## src/core/pcb_cfg.svh

```systemverilog
/*
  constants for the pad configuration and boot strap block: strap settle count,
  strap levels, gpio pad positions and the slow crystal detect timing.
  assumes inclusion by bare name from the design files only.
*/
`ifndef PCB_CFG_SVH
`define PCB_CFG_SVH

// strap active levels
`define PCB_TEST_STRAP_ACTIVE    1'b0
`define PCB_LOADER_STRAP_ACTIVE  1'b1

// enabled edges after reset release until the synchroniser holds the strap pins
`define PCB_STRAP_SETTLE         2'h2

// gpio pad positions of the alternate functions
`define PCB_GPIO_COUNT           15
`define PCB_PAD_TWI_CLK          0
`define PCB_PAD_TWI_DATA         1
`define PCB_PAD_SPI_MOSI         2
`define PCB_PAD_SPI_MISO         5
`define PCB_PAD_SPI_SCK          8

// slow crystal detect: window length and edges needed
`define PCB_CLK_HZ               50000000
`define PCB_DETECT_WINDOW_US     2000
`define PCB_DETECT_CYCLES        ((`PCB_CLK_HZ / 1000000) * `PCB_DETECT_WINDOW_US)
`define PCB_DETECT_MIN_EDGES     16

`endif

```

## src/core/pcb_pkg.sv

```systemverilog
/*
  types for the pad configuration and boot strap block.
  assumes nothing beyond a systemverilog compiler.
*/
package pcb_pkg;

  // electrical type of a pad
  typedef enum logic [1:0] {
    PAD_INPUT_DISCONNECTED = 2'b00,
    PAD_INPUT_PULLDOWN     = 2'b01,
    PAD_INPUT_FLOATING     = 2'b10,
    PAD_OUTPUT_PUSH_PULL   = 2'b11
  } pcb_pad_type;

  // start mode chosen by the straps
  typedef enum logic [1:0] {
    MODE_FIRMWARE          = 2'b00,
    MODE_BOOTLOADER        = 2'b01,
    MODE_VENDOR_TEST       = 2'b10,
    MODE_DIRECT_TEST       = 2'b11
  } pcb_mode_type;

  // boot sequencer states
  typedef enum logic [1:0] {
    BOOT_SAMPLE            = 2'b00,
    BOOT_DETECT            = 2'b01,
    BOOT_RUN               = 2'b10
  } pcb_boot_type;

endpackage : pcb_pkg

```

## src/core/pcb_sync.sv

```systemverilog
/*
  two flip-flop synchroniser for a bus of pad inputs.
  assumes one clock, asynchronous active low reset and a clock enable.
*/
`timescale 1ns/1ps
`default_nettype none

module pcb_sync #(
  parameter int WIDTH = 1
) (
  input  wire logic             sys_clk_i,
  input  wire logic             reset_n_i,
  input  wire logic             clk_en_i,
  input  wire logic [WIDTH-1:0] async_i,
  output logic      [WIDTH-1:0] sync_o
);

  logic [WIDTH-1:0] stage_one;

  // first stage is read by the second stage only
  always_ff @(posedge sys_clk_i or negedge reset_n_i) begin
    if (!reset_n_i) begin
      stage_one <= '0;
      sync_o    <= '0;
    end else if (clk_en_i) begin
      stage_one <= async_i;
      sync_o    <= stage_one;
    end
  end

endmodule // pcb_sync

`default_nettype wire

```

## src/core/pcb_pad_config_and_boot_strap.sv

```systemverilog
/*
  pad configuration and boot strap logic: pad types of the flow-permit and
  wake pads, start mode from two straps, gpio alternate function routing and
  slow crystal detection at boot.
  assumes the pad ring turns the type codes into pull and drive controls,
  and that the pad inputs arrive asynchronously.
*/
`timescale 1ns/1ps
`default_nettype none
`include "pcb_cfg.svh"

// Operation
// RULE_01 - with the low-power protocol off the flow-permit pad is an input with pull-down.
// RULE_02 - with the protocol on the flow-permit pad loses its pull-down and floats.
// RULE_03 - the wake-request input pad is disconnected with the protocol off and floating with it on.
// RULE_04 - the wake-request output pad is a disconnected input with the protocol off and push-pull with it on.
// RULE_05 - the three pad types follow every change of the protocol enable.
// RULE_06 - the host drives every floating input pad to a defined level.
// RULE_07 - with the protocol on and the link down the host holds flow-permit high.
// RULE_08 - the test strap is active when low.
// RULE_09 - the loader strap is active when high.
// RULE_10 - test only gives vendor test, both give direct test, loader only gives bootloader, none gives firmware.
// RULE_11 - both test modes enable the four serial pads for the test equipment.
// RULE_12 - master-out goes to pad 2, master-in to pad 5 and serial clock to pad 8.
// RULE_13 - two-wire data goes to pad 1 and two-wire clock to pad 0 when in use.
// RULE_14 - at boot the slow crystal presence is detected and the clock source follows it.
// RULE_15 - the straps are sampled once after reset release and the mode is held until the next reset.
module pcb_pad_config_and_boot_strap #(
  parameter int GPIO_COUNT    = `PCB_GPIO_COUNT,
  parameter int DETECT_CYCLES = `PCB_DETECT_CYCLES,
  parameter int MIN_EDGES     = `PCB_DETECT_MIN_EDGES
) (
  input  wire logic                     sys_clk_i,
  input  wire logic                     reset_n_i,
  input  wire logic                     clk_en_i,
  input  wire logic                     low_power_link_protocol_i,
  input  wire logic                     test_strap_n_i,
  input  wire logic                     loader_strap_i,
  input  wire logic                     slow_xtal_in_i,
  input  wire logic                     twi_enable_i,
  input  wire logic                     spi_enable_i,
  input  wire logic                     spi_mosi_i,
  input  wire logic                     spi_sck_i,
  input  wire logic                     spi_sck_oe_i,
  input  wire logic                     twi_scl_oe_i,
  input  wire logic                     twi_sda_oe_i,
  input  wire logic [GPIO_COUNT-1:0]    gpio_out_i,
  input  wire logic [GPIO_COUNT-1:0]    gpio_oe_i,
  input  wire logic [GPIO_COUNT-1:0]    gpio_pad_i,
  output logic      [GPIO_COUNT-1:0]    gpio_pad_o,
  output logic      [GPIO_COUNT-1:0]    gpio_pad_oe_o,
  output logic      [GPIO_COUNT-1:0]    gpio_sync_o,
  output logic                          spi_miso_o,
  output logic                          twi_scl_o,
  output logic                          twi_sda_o,
  output pcb_pkg::pcb_pad_type          flow_permit_pad_type_o,
  output pcb_pkg::pcb_pad_type          wake_request_in_n_pad_type_o,
  output pcb_pkg::pcb_pad_type          wake_request_out_n_pad_type_o,
  output pcb_pkg::pcb_mode_type         start_mode_o,
  output logic                          serial_test_access_o,
  output logic                          slow_xtal_present_o,
  output logic                          boot_done_o
);

  localparam int CNT_W  = $clog2(DETECT_CYCLES + 1);
  localparam int EDGE_W = $clog2(MIN_EDGES + 1);

  // synchronised copies of the asynchronous pad inputs
  logic [GPIO_COUNT+3:0] pad_sync;
  logic                  lplp;
  logic                  test_strap_n;
  logic                  loader_strap;
  logic                  xtal_in;
  logic [GPIO_COUNT-1:0] gpio_in;

  pcb_sync #(
    .WIDTH (GPIO_COUNT + 4)
  ) u_sync (
    .sys_clk_i (sys_clk_i),
    .reset_n_i (reset_n_i),
    .clk_en_i  (clk_en_i),
    .async_i   ({gpio_pad_i, slow_xtal_in_i, loader_strap_i, test_strap_n_i, low_power_link_protocol_i}),
    .sync_o    (pad_sync)
  );

  assign lplp         = pad_sync[0];
  assign test_strap_n = pad_sync[1];
  assign loader_strap = pad_sync[2];
  assign xtal_in      = pad_sync[3];
  assign gpio_in      = pad_sync[GPIO_COUNT+3:4];

  // strap decode
  function automatic pcb_pkg::pcb_mode_type decode_mode(input logic test_n, input logic loader);
    logic test_on;
    logic load_on;
    test_on = (test_n == `PCB_TEST_STRAP_ACTIVE);   // [RULE_08]
    load_on = (loader == `PCB_LOADER_STRAP_ACTIVE); // [RULE_09]
    // [RULE_10]
    if (test_on && load_on)
      decode_mode = pcb_pkg::MODE_DIRECT_TEST;
    else if (test_on)
      decode_mode = pcb_pkg::MODE_VENDOR_TEST;
    else if (load_on)
      decode_mode = pcb_pkg::MODE_BOOTLOADER;
    else
      decode_mode = pcb_pkg::MODE_FIRMWARE;
  endfunction

  // pad type selection from the protocol enable
  pcb_pkg::pcb_pad_type next_flow_type;
  pcb_pkg::pcb_pad_type next_wake_in_type;
  pcb_pkg::pcb_pad_type next_wake_out_type;

  assign next_flow_type     = lplp ? pcb_pkg::PAD_INPUT_FLOATING
                                   : pcb_pkg::PAD_INPUT_PULLDOWN;       // [RULE_01] [RULE_02]
  assign next_wake_in_type  = lplp ? pcb_pkg::PAD_INPUT_FLOATING
                                   : pcb_pkg::PAD_INPUT_DISCONNECTED;   // [RULE_03]
  assign next_wake_out_type = lplp ? pcb_pkg::PAD_OUTPUT_PUSH_PULL
                                   : pcb_pkg::PAD_INPUT_DISCONNECTED;   // [RULE_04]

  // pad types register every enabled cycle so they track the enable
  always_ff @(posedge sys_clk_i or negedge reset_n_i) begin
    if (!reset_n_i) begin
      flow_permit_pad_type_o        <= pcb_pkg::PAD_INPUT_DISCONNECTED;
      wake_request_in_n_pad_type_o  <= pcb_pkg::PAD_INPUT_DISCONNECTED;
      wake_request_out_n_pad_type_o <= pcb_pkg::PAD_INPUT_DISCONNECTED;
    end else if (clk_en_i) begin
      flow_permit_pad_type_o        <= next_flow_type;     // [RULE_05]
      wake_request_in_n_pad_type_o  <= next_wake_in_type;  // [RULE_05]
      wake_request_out_n_pad_type_o <= next_wake_out_type; // [RULE_05]
    end
  end

  // boot sequencer: sample straps, then count crystal edges in a window
  pcb_pkg::pcb_boot_type state;
  pcb_pkg::pcb_boot_type next_state;
  logic [1:0]            settle_cnt;
  logic                  straps_settled;
  logic                  strap_capture;
  logic [CNT_W-1:0]      win_cnt;
  logic [EDGE_W-1:0]     edge_cnt;
  logic                  xtal_prev;
  logic                  xtal_edge;
  logic                  window_end;
  logic                  edges_full;

  // straps are read only once the synchroniser holds the pin levels
  assign straps_settled = (settle_cnt == `PCB_STRAP_SETTLE);
  assign strap_capture  = (state == pcb_pkg::BOOT_SAMPLE) && straps_settled;
  assign xtal_edge  = xtal_in && !xtal_prev;
  assign window_end = (win_cnt == CNT_W'(DETECT_CYCLES - 1));
  assign edges_full = (edge_cnt == EDGE_W'(MIN_EDGES));

  always_comb begin
    next_state = state;
    unique case (state)
      pcb_pkg::BOOT_SAMPLE: if (straps_settled) next_state = pcb_pkg::BOOT_DETECT;
      pcb_pkg::BOOT_DETECT: if (window_end || edges_full) next_state = pcb_pkg::BOOT_RUN;
      pcb_pkg::BOOT_RUN:    next_state = pcb_pkg::BOOT_RUN;
      default:              next_state = pcb_pkg::BOOT_SAMPLE;
    endcase
  end

  // state and strap capture; reading the synchroniser's reset value would fake an active test strap
  always_ff @(posedge sys_clk_i or negedge reset_n_i) begin
    if (!reset_n_i) begin
      state        <= pcb_pkg::BOOT_SAMPLE;
      settle_cnt   <= 2'h0;
      start_mode_o <= pcb_pkg::MODE_FIRMWARE;
    end else if (clk_en_i) begin
      state <= next_state;
      if ((state == pcb_pkg::BOOT_SAMPLE) && !straps_settled)
        settle_cnt <= settle_cnt + 2'h1;
      if (strap_capture)
        start_mode_o <= decode_mode(test_strap_n, loader_strap); // [RULE_15]
    end
  end

  // crystal detection window
  always_ff @(posedge sys_clk_i or negedge reset_n_i) begin
    if (!reset_n_i) begin
      win_cnt             <= '0;
      edge_cnt            <= '0;
      xtal_prev           <= 1'b0;
      slow_xtal_present_o <= 1'b0;
      boot_done_o         <= 1'b0;
    end else if (clk_en_i) begin
      xtal_prev <= xtal_in;
      if (state == pcb_pkg::BOOT_DETECT) begin
        win_cnt <= win_cnt + CNT_W'(1);
        if (xtal_edge && !edges_full)
          edge_cnt <= edge_cnt + EDGE_W'(1);
        if (window_end || edges_full) begin
          slow_xtal_present_o <= edges_full; // [RULE_14]
          boot_done_o         <= 1'b1;
        end
      end
    end
  end

  // serial test access in both test modes
  logic next_test_access;
  assign next_test_access = (start_mode_o == pcb_pkg::MODE_VENDOR_TEST) ||
                            (start_mode_o == pcb_pkg::MODE_DIRECT_TEST); // [RULE_11]

  // gpio alternate function muxing
  logic [GPIO_COUNT-1:0] next_pad_out;
  logic [GPIO_COUNT-1:0] next_pad_oe;

  always_comb begin
    next_pad_out = gpio_out_i;
    next_pad_oe  = gpio_oe_i;
    if (spi_enable_i) begin
      next_pad_out[`PCB_PAD_SPI_MOSI] = spi_mosi_i; // [RULE_12]
      next_pad_oe[`PCB_PAD_SPI_MOSI]  = 1'b1;
      next_pad_out[`PCB_PAD_SPI_MISO] = 1'b0;       // [RULE_12]
      next_pad_oe[`PCB_PAD_SPI_MISO]  = 1'b0;
      next_pad_out[`PCB_PAD_SPI_SCK]  = spi_sck_i;  // [RULE_12]
      next_pad_oe[`PCB_PAD_SPI_SCK]   = spi_sck_oe_i;
    end
    if (twi_enable_i) begin
      // open drain: drive low only while enabled
      next_pad_out[`PCB_PAD_TWI_CLK]  = 1'b0;         // [RULE_13]
      next_pad_oe[`PCB_PAD_TWI_CLK]   = twi_scl_oe_i;
      next_pad_out[`PCB_PAD_TWI_DATA] = 1'b0;         // [RULE_13]
      next_pad_oe[`PCB_PAD_TWI_DATA]  = twi_sda_oe_i;
    end
  end

  // registered pad drive and alternate inputs
  always_ff @(posedge sys_clk_i or negedge reset_n_i) begin
    if (!reset_n_i) begin
      gpio_pad_o           <= '0;
      gpio_pad_oe_o        <= '0;
      gpio_sync_o          <= '0;
      spi_miso_o           <= 1'b0;
      twi_scl_o            <= 1'b1;
      twi_sda_o            <= 1'b1;
      serial_test_access_o <= 1'b0;
    end else if (clk_en_i) begin
      gpio_pad_o           <= next_pad_out;
      gpio_pad_oe_o        <= next_pad_oe;
      gpio_sync_o          <= gpio_in;
      spi_miso_o           <= spi_enable_i ? gpio_in[`PCB_PAD_SPI_MISO] : 1'b0; // [RULE_12]
      twi_scl_o            <= twi_enable_i ? gpio_in[`PCB_PAD_TWI_CLK] : 1'b1;  // [RULE_13]
      twi_sda_o            <= twi_enable_i ? gpio_in[`PCB_PAD_TWI_DATA] : 1'b1; // [RULE_13]
      serial_test_access_o <= next_test_access;
    end
  end
endmodule // pcb_pad_config_and_boot_strap

`default_nettype wire

```

## config.mk

```make
export PLATFORM = sky130hd
export DESIGN_NAME = pcb_pad_config_and_boot_strap
export DESIGN_NICKNAME = d
export VERILOG_FILES = /design/src/core/pcb_pkg.sv /design/src/core/pcb_sync.sv /design/src/core/pcb_pad_config_and_boot_strap.sv
export VERILOG_INCLUDE_DIRS = /design/src /design/src/core
export SDC_FILE = /design/constraint.sdc
export NUM_CORES = 1
export LEC_CHECK = 0
export BUFFER_PORTS_ARGS = -buffer_cell sky130_fd_sc_hd__buf_4
export CAP_MARGIN = 20
export CORE_MARGIN = 8
export CORE_UTILIZATION = 45
export CTS_CLUSTER_SIZE = 8
export DETAILED_ROUTE_END_ITERATION = 10
export PLACE_DENSITY = 0.69
export REMOVE_ABC_BUFFERS = 1
export SLEW_MARGIN = 20
export SYNTH_ARGS = -nofsm -noshare
export SYNTH_HDL_FRONTEND = slang
export SYNTH_SLANG_ARGS = --single-unit
```

## constraint.sdc

```tcl
create_clock -name sys_clk_i -period 3.45 [get_ports sys_clk_i]
set_input_delay 0.1725 -clock sys_clk_i [delete_from_list [all_inputs] [get_ports sys_clk_i]]
set_output_delay 0.1725 -clock sys_clk_i [all_outputs]
set_load 0.005 [all_outputs]
```

* Word level (Yosys, flattened, before mapping)
Index checks and enable logic that the tools add are counted.
** Operators by class
- Eq/ne operators :: 9
- Add/sub/neg operators :: 3
- Reductions and logical operators :: 17
- Bitwise gates (word level) :: 1
- Mux-type cells :: 20
** Operators by type and width (number)
- two-way mux 2 bit :: 9
- adder 17 x 1 -> 17 bit (second input constant) :: 1
- == test 17 bit (second input constant) :: 1
- two-way mux 1 bit :: 10
- AND reduction 3 bit :: 3
- == test 2 bit (second input constant) :: 4
- one-hot mux 2 bit (3 select lines) :: 1
- AND reduction 2 bit :: 3
- adder 5 x 1 -> 5 bit (second input constant) :: 1
- == test 5 bit (second input constant) :: 1
- logical AND 1 bit :: 5
- != test 2 bit (second input constant) :: 2
- zero test 1 bit :: 3
- adder 2 x 1 -> 2 bit (second input constant) :: 1
- == test 2 x 1 -> 1 bit (second input constant) :: 1
- zero test 2 bit :: 1
- logical OR 1 bit :: 2
- inverter 1 bit :: 1
** Storage, ports and cells
- Register bits :: 124
- Output and inout port bits :: 59
- Bits of input ports :: 59

* Longest topological paths before layout
- Word-level depth :: 4
- Gate-level depth with buffers :: 7

* By module
A second synthesis with hierarchy kept.
** Second synthesis, totals
- Cell total of the unflattened synthesis :: 353
- Area total of the unflattened synthesis :: 4974.8 um^2
** Modules (own cells, without submodules)
- pcb_pad_config_and_boot_strap :: instances 1, cells an instance 273, seq. area each 2054.5 um^2, area an instance 3482.1 um^2
- pcb_sync :: instances 1, cells an instance 80, seq. area each 950.9 um^2, area an instance 1492.7 um^2

* Worst setup path after synthesis
Ideal clock, no wire load.
- Path kind :: reg2reg
- From :: register state[1]
- To :: register win_cnt[15]
- Period minus slack after synthesis :: 1.702 ns
- Required time :: 3.370 ns
- Arrival time :: 1.622 ns
- Stages on the path, launching flop included :: 7
- Path slack :: 1.748 ns
- Path buffers :: 0
- Path through :: dfrtp_1 > inv_1 > ha_1 > nand2_1 > or3_4 > nor4_2 > xnor2_1
** Between the ends
- Longest elaborated chain between the ends :: 2
** RTL lines
- from (decl) :: line pcb_pad_config_and_boot_strap.sv:135 : pcb_pkg::pcb_boot_type state;
- from (signal assigned) :: line pcb_pad_config_and_boot_strap.sv:167 : state <= pcb_pkg::BOOT_SAMPLE;
- from (signal assigned) :: line pcb_pad_config_and_boot_strap.sv:171 : state <= next_state;
- == test 2 x 1 -> 1 bit :: line pcb_pad_config_and_boot_strap.sv:189 : if (state == pcb_pkg::BOOT_DETECT) begin
- AND reduction 2 bit (no line)
- to (signal assigned) :: line pcb_pad_config_and_boot_strap.sv:190 : win_cnt <= win_cnt + CNT_W'(1);
- to (decl) :: line pcb_pad_config_and_boot_strap.sv:140 : logic [CNT_W-1:0] win_cnt;
Every way passes these cells.
A chain may end at the register's enable or synchronous reset.

* Final worst setup path
Ends and elaborated chain as after synthesis.

==> qor.yml <==
via_count: 3433
clockBufferDepth: 2
yosys_warnings: 0
cp-startpoint: "state[1]"
status: "finished clean"
power.density_nw_per_um2: 594
synth_seq_cells: 120
core_area_um2: 10700
grt-ovfl-total: 0
hold_class: "input pin to flop"
path_clk_slew_ps: 60
p_leak_nw: 3.26
drcViolationCount: 0
postRouteAntennaNets: 0
initial_core_util_pct: 45.8
criticalPathCategory: "flop to flop"
wl_um: 11000
drive_gt1_share_pct: 43.0
grt_util_all_layers_pct: 16.1
num_rows: 38
maxSlewHeadroom_pct: 35.7
cp_num_buf_inv: 1
clock_latency_ps: 510
yosysTopAreaCellShare_pct: 60.0
startpoint_type: "flop"
via_per_inst: 4.97
finalSetupTns_ps: 0
max_cap_viol_count: 0
first_pass_iters: 6
final_nets: 604
cp.required_ps: 3880
die_w_um: 121
n_fill_cell: 809
synthArstFlopShare_pct: 100
crit_fanout: 6
diodes: 0
grt_max_degree: 75
reg2reg_depth: 6
io_pins: 118
rsz0062_at_grt: "no"
timing.final.crit_share_pct: 54.1
synth_edf_count: 0
cts.sinks: 120
htree_num_levels: 4
multiInputGateArea_um2: 1770
first_global_vias: 3821
setup_viol: 0
whs_ps: 47.9
min_path_cells: 3
period_needed_ps: 1870
critPathCaptureType: "flop"
utilization_pct: 65.7
tightest_slew_ps: 965
ys_seq_area_share_pct: 61.1
portBuffers: 116
antenna_found_initial: 0
clock.fmax_ghz: 0.536
cpLargestDelayFamily: "simple AND/OR/NAND/NOR gates"
irDropWorstVdd_v: 0.000397
slowest_stage: "or3_4"
yosys-top-cells-area: "dfrtp_1 60%, mux2_2 18%, xnor2_1 2.7%, ha_1 1.8%, nand2_1 1.4%"
r2r-start: "state[1]"
wire_per_inst_um: 16.0
die_h_um: 121
holdPathEnd: "twi_scl_o"
slew_viol_final: 0
cts-root-buf: "clkbuf_8"
critical_path.cell_chain: "inv_1 > ha_1 > nand2_1 > or3_4 > nor4_2 > xnor2_1"
hpwl_um: 7240
max_stage_delay_ps: 430
synth_area_um2: 4920
arrival_ps: 2300
synth.avg_cell_area_um2: 13.7
final-seq-area_um2: 3010
syn_to_final_growth_pct: 43.4
numCtsBuffers: 17
grt_pass1_wl_um: 18500
holdCritStartpoint: "twi_enable_i"
ys_types: 40
synth_cells: 360
finalHoldViolCount: 0
cts_tree: "yes"
dieArea_um2: 14500
drtIter0Drc: 176
synth_top_flop_cell: "dfrtp_1"
layout_common_cells: "118 x dfrtp_1, 118 x buf_4, 77 x mux2_2, 58 x dlygate4sd3_1, 18 x nand2_1"
r2r_setup_slack_ps: 1580
yosysTopAreaCell: "dfrtp_1"
fin_skew_ps: 6.13
worstReg2RegEnd: "win_cnt[15]"
place.gp.congestion: 0.772
==> per-stage QoR <==
step                      instances  setup WS (ps)  instance area (µm²)  power (mW)
final                           691           1580                 7060        4.19
after global routing            691           1440                 7060        4.41
after CTS                       691           1590                 7060        4.24
after detailed placement        601           1610                 5910        2.51
after global placement          601           1650                 5910        2.47
after floorplan                 342           1750                 4830        2.14
==> worst register-to-register path, stage by stage (launching register included) <==
cell and delay (ps):
dfrtp_1 390, inv_1 130, ha_1 250, nand2_1 160, or3_4 430, nor4_2 280, xnor2_1 150
==> area by class of cell <==
cell class | instances | area share [%]
repair buffers | 177 | 21.1
multi-input cells | 207 | 25.1
inverters | 15 | 0.798
flip-flops and latches | 120 | 42.6
clock inverters | 12 | 1.79
well taps | 140 | 2.48
clock buffers | 20 | 6.17
==> synth_stat cells, types with 2 or more instances <==
| master | instances |
|---|---|
| o211ai_1 | 2 |
| inv_1 | 15 |
| nor3_1 | 2 |
| nand4_1 | 5 |
| a21oi_1 | 6 |
| mux2_2 | 77 |
| o2111ai_1 | 2 |
| o22a_1 | 2 |
| and4_1 | 2 |
| nand4bb_1 | 2 |
| nand3_1 | 11 |
| dfrtp_1 | 118 |
| buf_4 | 4 |
| ha_1 | 7 |
| xor2_1 | 6 |
| dfstp_2 | 2 |
| o21ai_0 | 8 |
| clkbuf_1 | 8 |
| nand3b_1 | 5 |
| nor2_1 | 13 |
| xnor2_1 | 15 |
| nand2_1 | 18 |
| o221a_2 | 2 |
| buf_2 | 5 |
| nor3_2 | 2 |
| and2_1 | 2 |
| mux2i_1 | 6 |
==> per-layer routing <==
metal	vias up	global-route usage [%]	wire (µm)
li1	1606	-	-
met2	97	25.4	5330
met5	-	0	0
met3	16	8.58	907
met1	1714	17.8	4610
met4	0	6.79	195
==> how the worst max path moves through the flow <==
stage	endpoint	slack [ps]	depth (start not counted)
floorplan	win_cnt[15]	1750	6
global placement	win_cnt[15]	1650	6
CTS	win_cnt[15]	1590	6
global route	win_cnt[15]	1440	6
finish	win_cnt[15]	1580	6
detailed placement	win_cnt[15]	1610	6
==> where the power goes <==
group          internal (mW)  switching [mW]
registers               1.63           0.147
clock network           1.04           0.614
logic                  0.447           0.310
==> cell families (layout without fill, tap and decap cells) <==
logic type               after synthesis  in the layout  synth area share (%)
multiplexers                          83             83                  18.8
AO/OA/AOI/OAI                         24             24                  3.20
XOR/XNOR                              21             21                  3.74
buffers and inverters                 33            224                  2.95
other                                  1              1                0.0762
flip-flops                           120            120                  61.1
AND/OR/NAND/NOR                       71             71                  8.34
adder cells (fa/ha/maj)                7              7                  1.78
==> registers in the layout, indices dropped and copies added (netlist names), 2 cells and up <==
name / count
win_cnt: 17
gpio_pad_o: 15
gpio_pad_oe_o: 15
u_sync.sync_o: 19
start_mode_o: 2
settle_cnt: 2
state: 2
u_sync.stage_one: 19
edge_cnt: 5
gpio_sync_o: 15
==> what timing repair did <==
| item | CTS | global route |
|---|---|---|
| setup endpoints to repair | 0 | 0 |
| hold buffers | 58 | 0 |
| resized for setup | 0 | 0 |
| buffers inserted | 0 | 0 |
| hold endpoints to repair | 123 | 0 |
Power figures use the tool's default switching activity.
